==> config.mk <==
export PLATFORM = sky130hd
export DESIGN_NAME = rtd_reset_trigger_dispatch
export DESIGN_NICKNAME = d
export VERILOG_FILES = /design/src/design/rtd_pkg.sv /design/src/design/rtd_reset_trigger_dispatch.sv /design/src/design/rtd_timer.sv
export SDC_FILE = /design/constraint.sdc
export NUM_CORES = 1
export LEC_CHECK = 0
export ABC_AREA = 1
export BUFFER_PORTS_ARGS = -buffer_cell sky130_fd_sc_hd__buf_2
export CAP_MARGIN = 20
export CELL_PAD_IN_SITES_DETAIL_PLACEMENT = 0
export CELL_PAD_IN_SITES_GLOBAL_PLACEMENT = 1
export CORE_MARGIN = 2
export CORE_UTILIZATION = 45
export CTS_BUF_LIST = sky130_fd_sc_hd__clkbuf_8
export DETAILED_ROUTE_END_ITERATION = 7
export GPL_TIMING_DRIVEN = 0
export PLACE_DENSITY = 0.87
export REMOVE_ABC_BUFFERS = 1
export SYNTH_ARGS = -nofsm -noshare
export SYNTH_HDL_FRONTEND = slang
export SYNTH_SLANG_ARGS = --single-unit
==> constraint.sdc <==
create_clock -name clk -period 2.6 [get_ports clk]
set_input_delay 0.26 -clock clk [delete_from_list [all_inputs] [get_ports clk]]
set_output_delay 0.26 -clock clk [all_outputs]
set_load 0.05 [all_outputs]
==> src/design/rtd_pkg.sv <==
package rtd_pkg;

    typedef enum logic [3:0] {
        ST_IDLE   = 4'b0000,
        ST_WARN   = 4'b0001,
        ST_ASSERT = 4'b0010,
        ST_PWROFF = 4'b0011,
        ST_WAKE   = 4'b0100,
        ST_EXIT   = 4'b0101,
        ST_S5     = 4'b0110,
        ST_DEEP   = 4'b0111
    } rtd_state_t;

    typedef enum logic [1:0] {
        OUT_HOST_NOPC = 2'b00,
        OUT_HOST_PC   = 2'b01,
        OUT_GLOBAL    = 2'b10,
        OUT_S5        = 2'b11
    } rtd_outcome_t;

    typedef enum logic [1:0] {
        SLP_S0 = 2'b00,
        SLP_S3 = 2'b01,
        SLP_S4 = 2'b10,
        SLP_S5 = 2'b11
    } rtd_sleep_t;

    localparam int CLK_HZ = 125000000;
    localparam int TMR_W = 32;

    // acknowledge / entry / power-good timeout
    localparam int TIMEOUT_SEC = 4;
    localparam logic [TMR_W-1:0] TIMEOUT_CYC = TMR_W'(TIMEOUT_SEC * CLK_HZ);

    // power-button override hold time
    localparam int OVERRIDE_SEC = 4;
    localparam logic [TMR_W-1:0] OVERRIDE_CYC = TMR_W'(OVERRIDE_SEC * CLK_HZ);

    // power-cycle off period, plain default
    localparam int PWRCYC_MS = 1;
    localparam logic [TMR_W-1:0] PWRCYC_CYC = TMR_W'(PWRCYC_MS * (CLK_HZ / 1000));

    // platform reset assertion hold, plain default
    localparam int RSTHOLD_US = 1;
    localparam logic [TMR_W-1:0] RSTHOLD_CYC = TMR_W'(RSTHOLD_US * (CLK_HZ / 1000000));

    localparam logic [TMR_W-1:0] TMR_RST = 32'h0000_0000;

endpackage

==> src/design/rtd_reset_trigger_dispatch.sv <==
`timescale 1ns/1ps
module rtd_reset_trigger_dispatch
    import rtd_pkg::*;
#(
    parameter logic [TMR_W-1:0] TIMEOUT_CYCLES = TIMEOUT_CYC,
    parameter logic [TMR_W-1:0] OVERRIDE_CYCLES = OVERRIDE_CYC,
    parameter logic [TMR_W-1:0] PWRCYC_CYCLES = PWRCYC_CYC
)
(
    input wire logic clk,
    input wire logic rst_b,
    input wire logic cpuShutdown,
    input wire logic wholePlatformSel,
    input wire logic fullResetBit,
    input wire logic mcHostRstNoPc,
    input wire logic mcHostRstPc,
    input wire logic mcHostRstPwrDown,
    input wire logic mcPwrBtnOverride,
    input wire logic mcWatchdog,
    input wire logic mcUncorrErr,
    input wire logic mcGlobalRst,
    input wire logic pmWatchdog,
    input wire logic pwrBtnPressed,
    input wire logic processorPowerGood,
    input wire logic resetAck,
    input wire logic [1:0] sleepState,
    input wire logic wakeEvent,
    input wire logic deepSleepEn,
    input wire logic deepSleepCondOk,
    output logic resetWarn,
    output logic platformResetN,
    output logic powerOff,
    output logic globalResetReq,
    output logic deepSleepState,
    output logic requestDropped,
    output logic entryTimeout,
    output logic busy,
    output logic [1:0] outcome
);

    typedef struct packed {
        rtd_state_t st;
        rtd_outcome_t res;
        logic pwrDown;
        logic ovrSeen;
        logic warn;
        logic platRstN;
        logic pwrOff;
        logic glob;
        logic deep;
        logic drop;
        logic tmo;
    } rtd_dsp_t;

    rtd_dsp_t q;
    rtd_dsp_t d;

    logic tmrClr;
    logic tmrEn;
    logic [TMR_W-1:0] tmrLimit;
    logic tmrDone;
    logic ovrDone;
    logic ovrFire;
    logic inSleep;
    logic reqS5;
    logic reqGlobal;
    logic reqHostPc;
    logic reqHostNoPc;

    rtd_timer u_seq_timer (
        .clk(clk),
        .rst_b(rst_b),
        .clr(tmrClr),
        .en(tmrEn),
        .limit(tmrLimit),
        .done(tmrDone)
    );

    rtd_timer u_ovr_timer (
        .clk(clk),
        .rst_b(rst_b),
        .clr(!pwrBtnPressed),
        .en(pwrBtnPressed),
        .limit(OVERRIDE_CYCLES),
        .done(ovrDone)
    );

    assign ovrFire = ovrDone && !q.ovrSeen;
    assign inSleep = (sleepState != SLP_S0);

    // trigger classification
    assign reqS5 = ovrFire || mcPwrBtnOverride || mcWatchdog || mcUncorrErr
        || pmWatchdog;
    assign reqGlobal = mcGlobalRst || (cpuShutdown && wholePlatformSel);
    assign reqHostPc = mcHostRstPc || mcHostRstPwrDown
        || (cpuShutdown && !wholePlatformSel && fullResetBit);
    assign reqHostNoPc = mcHostRstNoPc
        || (cpuShutdown && !wholePlatformSel && !fullResetBit);

    always_comb begin
        d = q;
        d.ovrSeen = ovrDone;
        d.drop = 1'b0;
        d.tmo = 1'b0;
        tmrEn = 1'b1;
        tmrLimit = TIMEOUT_CYCLES;
        case (q.st)
            ST_IDLE: begin
                tmrEn = 1'b0;
                if (reqS5) begin
                    d.st = ST_S5;
                    d.res = OUT_S5;
                end else if (reqGlobal) begin
                    d.st = ST_ASSERT;
                    d.res = OUT_GLOBAL;
                end else if (reqHostPc) begin
                    d.res = OUT_HOST_PC;
                    d.pwrDown = mcHostRstPwrDown;
                    d.st = inSleep ? ST_ASSERT : ST_WARN;
                end else if (reqHostNoPc) begin
                    if (inSleep) begin
                        d.drop = 1'b1;
                    end else begin
                        d.st = ST_WARN;
                        d.res = OUT_HOST_NOPC;
                        d.pwrDown = 1'b0;
                    end
                end
            end
            ST_WARN: begin
                tmrLimit = TIMEOUT_CYCLES;
                if (reqGlobal) begin
                    d.st = ST_ASSERT;
                    d.res = OUT_GLOBAL;
                end else if (resetAck) begin
                    d.st = ST_ASSERT;
                end else if (tmrDone) begin
                    d.st = ST_ASSERT;
                    d.res = OUT_GLOBAL;
                    d.tmo = 1'b1;
                end
            end
            ST_ASSERT: begin
                tmrLimit = RSTHOLD_CYC;
                if (reqGlobal && (q.res != OUT_GLOBAL)) begin
                    d.res = OUT_GLOBAL;
                end
                if (tmrDone) begin
                    d.st = (d.res == OUT_HOST_NOPC) ? ST_EXIT : ST_PWROFF;
                end
            end
            ST_PWROFF: begin
                tmrLimit = PWRCYC_CYCLES;
                if (tmrDone) begin
                    d.st = (q.pwrDown && (q.res != OUT_GLOBAL)) ? ST_WAKE : ST_EXIT;
                end
            end
            ST_WAKE: begin
                tmrEn = 1'b0;
                if (reqGlobal) begin
                    d.st = ST_ASSERT;
                    d.res = OUT_GLOBAL;
                end else if (wakeEvent) begin
                    d.st = ST_EXIT;
                end
            end
            ST_EXIT: begin
                tmrLimit = TIMEOUT_CYCLES;
                if (processorPowerGood) begin
                    d.st = ST_IDLE;
                    d.pwrDown = 1'b0;
                end else if (tmrDone) begin
                    d.st = ST_ASSERT;
                    d.res = OUT_GLOBAL;
                    d.tmo = 1'b1;
                end
            end
            ST_S5: begin
                tmrEn = 1'b0;
                if (wakeEvent) begin
                    d.st = ST_EXIT;
                end else if (deepSleepEn && deepSleepCondOk) begin
                    d.st = ST_DEEP;
                end
            end
            ST_DEEP: begin
                tmrEn = 1'b0;
                if (wakeEvent) begin
                    d.st = ST_EXIT;
                end
            end
            default: begin
                d.st = ST_IDLE;
            end
        endcase
        // outputs follow the next state so they register with it
        d.warn = (d.st == ST_WARN);
        d.platRstN = (d.st == ST_IDLE) || (d.st == ST_WARN) || (d.st == ST_EXIT);
        d.pwrOff = (d.st == ST_PWROFF) || (d.st == ST_WAKE) || (d.st == ST_S5)
            || (d.st == ST_DEEP);
        d.glob = (d.res == OUT_GLOBAL) && ((d.st == ST_ASSERT) || (d.st == ST_PWROFF));
        d.deep = (d.st == ST_DEEP);
        tmrClr = (d.st != q.st);
    end

    always_ff @(posedge clk or negedge rst_b) begin
        if (!rst_b) begin
            q.st <= ST_IDLE;
            q.res <= OUT_HOST_NOPC;
            q.pwrDown <= 1'b0;
            q.ovrSeen <= 1'b0;
            q.warn <= 1'b0;
            q.platRstN <= 1'b1;
            q.pwrOff <= 1'b0;
            q.glob <= 1'b0;
            q.deep <= 1'b0;
            q.drop <= 1'b0;
            q.tmo <= 1'b0;
        end else begin
            q <= d;
        end
    end

    assign resetWarn = q.warn;
    assign platformResetN = q.platRstN;
    assign powerOff = q.pwrOff;
    assign globalResetReq = q.glob;
    assign deepSleepState = q.deep;
    assign requestDropped = q.drop;
    assign entryTimeout = q.tmo;
    assign busy = (q.st != ST_IDLE);
    assign outcome = q.res;
endmodule

==> src/design/rtd_timer.sv <==
`timescale 1ns/1ps
module rtd_timer
    import rtd_pkg::*;
(
    input wire logic clk,
    input wire logic rst_b,
    input wire logic clr,
    input wire logic en,
    input wire logic [TMR_W-1:0] limit,
    output logic done
);

    typedef struct packed {
        logic [TMR_W-1:0] cnt;
    } rtd_tmr_t;

    rtd_tmr_t q;
    rtd_tmr_t d;

    always_comb begin
        d = q;
        if (clr) begin
            d.cnt = TMR_RST;
        end else if (en && (q.cnt != limit)) begin
            d.cnt = q.cnt + 32'h0000_0001;
        end
    end

    always_ff @(posedge clk or negedge rst_b) begin
        if (!rst_b) begin
            q.cnt <= TMR_RST;
        end else begin
            q <= d;
        end
    end

    // saturates at limit, stays set until cleared
    assign done = (q.cnt == limit);

endmodule

# Yosys cells after proc, flatten, opt, wreduce, memory -nomap -nowiden
# Cells that the tools add are included.
[op_classes] addsub=2 multipliers=0 div=0 magnitude_cmp=0 eq_ne=27 shift=0 muxes=46 n_bitwise=0 n_reduce_logical=37
[op_table] operator="$mux 32" n=4
[op_table] operator="$add 32x1->32 const B" n=2
[op_table] operator="$pmux 29 s2" n=1
[op_table] operator="$eq 32x29->1" n=1
[op_table] operator="$eq 32x29->1 const B" n=1
[op_table] operator="$eq 4x3->1 const B" n=8
[op_table] operator="$mux 4" n=8
[op_table] operator="$ne 32x29->1" n=1
[op_table] operator="$ne 32x29->1 const B" n=1
[op_table] operator="$pmux 4 s8" n=1
[op_table] operator="$mux 6" n=4
[op_table] operator="$mux 7" n=3
[op_table] operator="$eq 4x2->1 const B" n=4
[op_table] operator="$mux 1" n=15
[op_table] operator="$logic_or 1x1->1" n=14
[op_table] operator="$mux 2" n=6
[op_table] operator="$logic_and 1x1->1" n=11
[op_table] operator="$pmux 2 s5" n=1
[op_table] operator="$eq 4x1->1 const B" n=2
[op_table] operator="$logic_not 4->1" n=2
[op_table] operator="$ne 2x2->1 const B" n=4
[op_table] operator="$ne 3x3->1 const B" n=2
[op_table] operator="$reduce_and 6->1" n=1
[op_table] operator="$reduce_bool 2->1" n=3
[op_table] operator="other kinds (9)" n=12
[word_totals] register_bits=79 latchBits=0 ramBits=0 rom_bits=0 in_bits=21 wordCells=125 mem_count=0

# Longest topological paths before layout
[logic_depth] word_depth=13 mapped_depth=21

# Hierarchy
# Synthesis repeated with hierarchy kept, for this count alone.
[unflattened] hier_cells=1084 hier_area_um2=6782.8
[modules_own_cells] mod="rtd_timer at u_ovr_timer" n_inst=1 cells_per_inst=452 area_each_um2=2822.7
[modules_own_cells] mod="rtd_timer at u_seq_timer" n_inst=1 cells_per_inst=452 area_each_um2=2821.5
[modules_own_cells] mod="rtd_reset_trigger_dispatch" n_inst=1 cells_per_inst=180 area_each_um2=1138.6

# Worst setup path after synthesis
# Ideal clock, no wire load.
[synth_path] kind="flip-flop to flip-flop" start="register q[14] in the netlist's numbering" end="register u_seq_timer.q[20] in the netlist's numbering" t_arrival_ns=2.103 required_time_ns=2.476 setup_slack_ns=0.373 path_stages_with_launch=18 n_path_buf=1 cell_sequence="dfrtp_1 > nor2_4 > nand2_2 > nand2_2 > nand2_2 > nor2_2 > nand2_1 > nor2_4 > nand2_4 > nand2_1 > nor2_1 > nor2_1 > nand3_1 > nand2_1 > nor2_4 > nand2_4 > buf_12 > nor2_4"
[synth_via] elab_chain_len=9 elab_cells_between_ends=33
[synth_lines] item="start, declared" line="rtd_reset_trigger_dispatch.sv:55" text="rtd_dsp_t q;"
[synth_lines] item="$eq 4x2->1" line="rtd_reset_trigger_dispatch.sv:107" text="case (q.st)"
[synth_lines] item="$pmux 29 s2" line="rtd_reset_trigger_dispatch.sv:107"
[synth_lines] item="$eq 32x29->1" line="rtd_timer.sv:38" text="assign done = (q.cnt == limit);"
[synth_lines] item="$mux 6" line="rtd_reset_trigger_dispatch.sv:137, rtd_reset_trigger_dispatch.sv:172"
[synth_lines] item="$mux 4" line="rtd_reset_trigger_dispatch.sv:135" text="end else if (resetAck) begin"
[synth_lines] item="$mux 6" line="rtd_reset_trigger_dispatch.sv:132" text="if (reqGlobal) begin"
[synth_lines] item="$pmux 4 s8" line="rtd_reset_trigger_dispatch.sv:107"
[synth_lines] item="$ne 4x4->1" line="rtd_reset_trigger_dispatch.sv:203" text="tmrClr = (d.st != q.st);"
[synth_lines] item="$mux 32 / $reduce_bool 2->1 (equally long branches)"
[synth_lines] item="end, declared" line="rtd_timer.sv:17" text="rtd_tmr_t q;"
# Several ways; a longest one is shown, not always the timed one. The select of a mux whose other input is x is not followed.
# A chain may end at the register's enable or synchronous reset.

# Worst setup path after layout
[layout_path] start="register q[12] in the netlist's numbering" end="register u_seq_timer.q[10] in the netlist's numbering"
# Same word-level chain as after synthesis.

==> impl_metrics.py <==
metrics = {
    "outcome": {
        "status": "completed",
    },
    "layout": {
        "drive_gt1_share_pct": 21.4,
        "finalNetCount": 898,
        "syn2layout_area_growth_pct": 20.0,
        "fillCellCount": 1124,
        "instances_no_fill": 1047,
        "antenna_cells": 0,
    },
    "logic_synthesis": {
        "syn_area_um2": 5580,
        "synth_area_leaders": "dfrtp_1, nand2_1, inv_1",
        "ys_seq_area_share_pct": 35.5,
        "yosysMostFrequentCell": "nand2_1",
        "syn_area_per_cell_um2": 6.89,
        "syn_inst": 809,
        "yosysWarnings": 0,
        "synth_seq_cells": 79,
        "synth_edf_count": 0,
        "yosys.area.top_type": "dfrtp_1",
        "ys.flop_type": "dfrtp_1",
        "async_reset_ff_share_pct": 100,
        "synth_cell_types": 40,
        "synth_common_cells": "nand2_1, inv_1, nor2_1",
        "synth_top_area_share_pct": 35.0,
    },
    "clock_network": {
        "cts_sinks": 79,
        "tritoncts": "done",
        "ctsHtreeMaxLevel": 3,
        "clk_latency_ns": 0.39,
        "root_buffer": "clkbuf_8",
        "cts_buffers": 9,
        "cts.clk_slew.worst_paths_ns": 0.10,
        "cts.path.max_buffers": 2,
    },
    "die": {
        "io_pins": 31,
        "start_util_pct": 46.2,
        "die_y_um": 115,
        "rows": 40,
        "die_x_um": 115,
        "fp.coreArea_um2": 12100,
        "fp.dieArea_um2": 13300,
    },
    "detailed_routing": {
        "drt_iter0_markers": 542,
        "dr_total_vias": 5435,
        "wl_per_cell_um": 14.3,
        "drt-pass1-iter-count": 5,
        "wl_um": 15000,
        "drc": 0,
        "vias_per_cell": 5.19,
        "ant_nets": 0,
    },
    "timing": {
        "fin_crit_ns": 2.58,
        "finalCritPeriodShare_pct": 99.1,
        "report.final.setup_viol": 0,
        "rsz0062_at_grt": "true",
        "drv_slew": 0,
        "hold_viol_final": 0,
        "max_freq_mhz": 388,
        "slew_headroom_pct": 55.8,
        "fin_skew_ns": 0.0165,
        "worst_pin_slew_ns": 0.654,
    },
    "worst_setup_path": {
        "start_kind": "flip-flop",
        "cp_num_buf_inv": 3,
        "path_cells": "clkinvlp_4, nor2_4, nand2_4, nand2_4, nand2_4, nor2_4, nand2_2, nor2_4, nand2_4, nand2_2, nand2_2, nand2_2, nand2_1, nor2_1, nand2_1, nor2_4, buf_6, nand2_8, buf_12, nor2_4",
        "cp.arrival_ns": 2.91,
        "slowest_delay_ns": 0.48,
        "critPathMostFrequentCell": "nor2_4",
        "rrSetupSlack_ns": 0.02,
        "crit_family": "simple AND/OR/NAND/NOR gates",
        "worstSetupPathType": "reg -> reg",
        "cp_max_fo": 8,
        "slowest_stage": "dfrtp_4",
        "required_ns": 2.93,
        "end_kind": "flip-flop",
    },
    "global_route": {
        "grt_start_max_net_pins": 50,
        "use_met2_pct": 34.0,
        "use_met3_pct": 4.96,
        "grt_busiest_layer": "met2",
        "overflow": 0,
        "grt_pass1_wl_um": 24300,
        "first_global_vias": 5130,
        "grt_use_total_pct": 23.1,
        "use_met1_pct": 33.4,
        "antenna_found_initial": 0,
    },
    "worst_hold_path": {
        "hold_path_class": "in -> reg",
    },
    "run": {
        "cap_violations": 0,
    },
    "power_and_ir_drop": {
        "p_per_area_nw_per_um2": 681,
        "finalPower_mw": 4.56,
        "vdd_drop_max_mv": 0.427,
        "leakagePower_nw": 2.98,
    },
    "placement": {
        "dp_cells": 992,
        "portBuffers": 30,
        "gp_congestion": 0.907,
        "dp_hpwl_um": 10100,
    },
}
-- through the flow --
stage / setup TNS [ns] / worst slack (ns) / util [%] / cell area (um2) / hold slack (ns)
floorplan: -7.15 / -0.273 / - / 5460 / -0.0356
global placement: -35.55 / -1.09 / 48.3 / 5820 / 0.471
detailed placement: -34.38 / -1.08 / 48.5 / 5850 / 0.231
CTS: 0 / 0.00866 / 52.7 / 6350 / 0.125
global route: -3.17 / -0.125 / 55.5 / 6690 / 0.147
finish: 0 / 0.0237 / 55.5 / 6690 / 0.130
-- path summary, 6_finish.rpt --
check / startpoint / end / depth (start not counted)
setup reg to reg: q[12] / u_seq_timer.q[10] / 20
max in group asynchronous: rst_b / u_seq_timer.q[0] / 3
setup / recovery: q[12] / u_seq_timer.q[10] / 20
hold reg to reg: u_ovr_timer.q[11] / u_ovr_timer.q[11] / 1
min in group asynchronous: rst_b / u_ovr_timer.q[9] / 2
hold / removal: mcHostRstPwrDown / q[8] / 3
-- routing by layer --
layer	routed length [um]	vias to the layer above
li1	-	2704
met1	7170	2529
met2	6730	175
met3	850	27
met4	265	0
met5	0	-
-- kinds of logic after synthesis --
kind of cell	synth area share, %
and+or+nand+nor	40.0
DFF	35.5
xor gates and xnor gates	5.34
buffers and inverters	9.74
adders and majority gates	0.673
other	0.0672
AOI/OAI and AO/OA	8.73
-- timing repair --
item                       CTS  global route
setup buffers               14            22
resized for setup           26            51
pin swaps                    8            23
setup endpoints to repair   42            43
hold endpoints to repair    29             0
gates cloned                 2             0
hold buffers                 1             0
-- layout make-up --
class | instances | area (um2) | share of cell area [%]
multi-input combinational | 601 | 3290 | 49.2
sequential | 79 | 1990 | 29.7
timing repair buffer | 69 | 557 | 8.32
inverter | 114 | 434 | 6.49
tap | 168 | 210 | 3.14
clock buffer | 9 | 124 | 1.85
clock inverter | 7 | 90.1 | 1.35
-- layout by cell type (no fill, tap or decap), types with 6 or more instances in the layout --
cell      count
inv_2         6
nor2_1      101
nor2_2       18
xor2_1       31
nand4_1      16
buf_2        29
nor2_4       29
nor3_1       20
nand3_1      58
a21oi_1      30
inv_1       106
nand3_2       6
nand2_1     179
buf_4        29
clkbuf_8      9
o21ai_0      36
nor4_1       10
dfrtp_1      73
nand2_2      15
nand2_4       7
-- worst reg2reg max path, cell delays in order, from the launching register on --
cell and delay [ns]:
dfrtp_4 0.48, clkinvlp_4 0.13, nor2_4 0.19, nand2_4 0.12, nand2_4 0.11, nand2_4 0.06, nor2_4 0.11, nand2_2 0.06
nor2_4 0.14, nand2_4 0.10, nand2_2 0.08, nand2_2 0.05, nand2_2 0.08, nand2_1 0.05, nor2_1 0.08, nand2_1 0.09
nor2_4 0.13, buf_6 0.14, nand2_8 0.08, buf_12 0.16, nor2_4 0.09
-- report_power, final --
| part | total, mW | switching (mW) | internal [mW] |
|---|---|---|---|
| Combinational | 2.15 | 1.40 | 0.753 |
| Clock | 1.01 | 0.550 | 0.464 |
| Sequential | 1.40 | 0.0856 | 1.31 |
-- state kept, by name, indices dropped and copies added (netlist names) --
name,count
deepSleepState,1
entryTimeout,1
globalResetReq,1
outcome,2
platformResetN,1
powerOff,1
q,6
requestDropped,1
resetWarn,1
u_ovr_timer.q,32
u_seq_timer.q,32
Power figures use the tool's default switching activity.
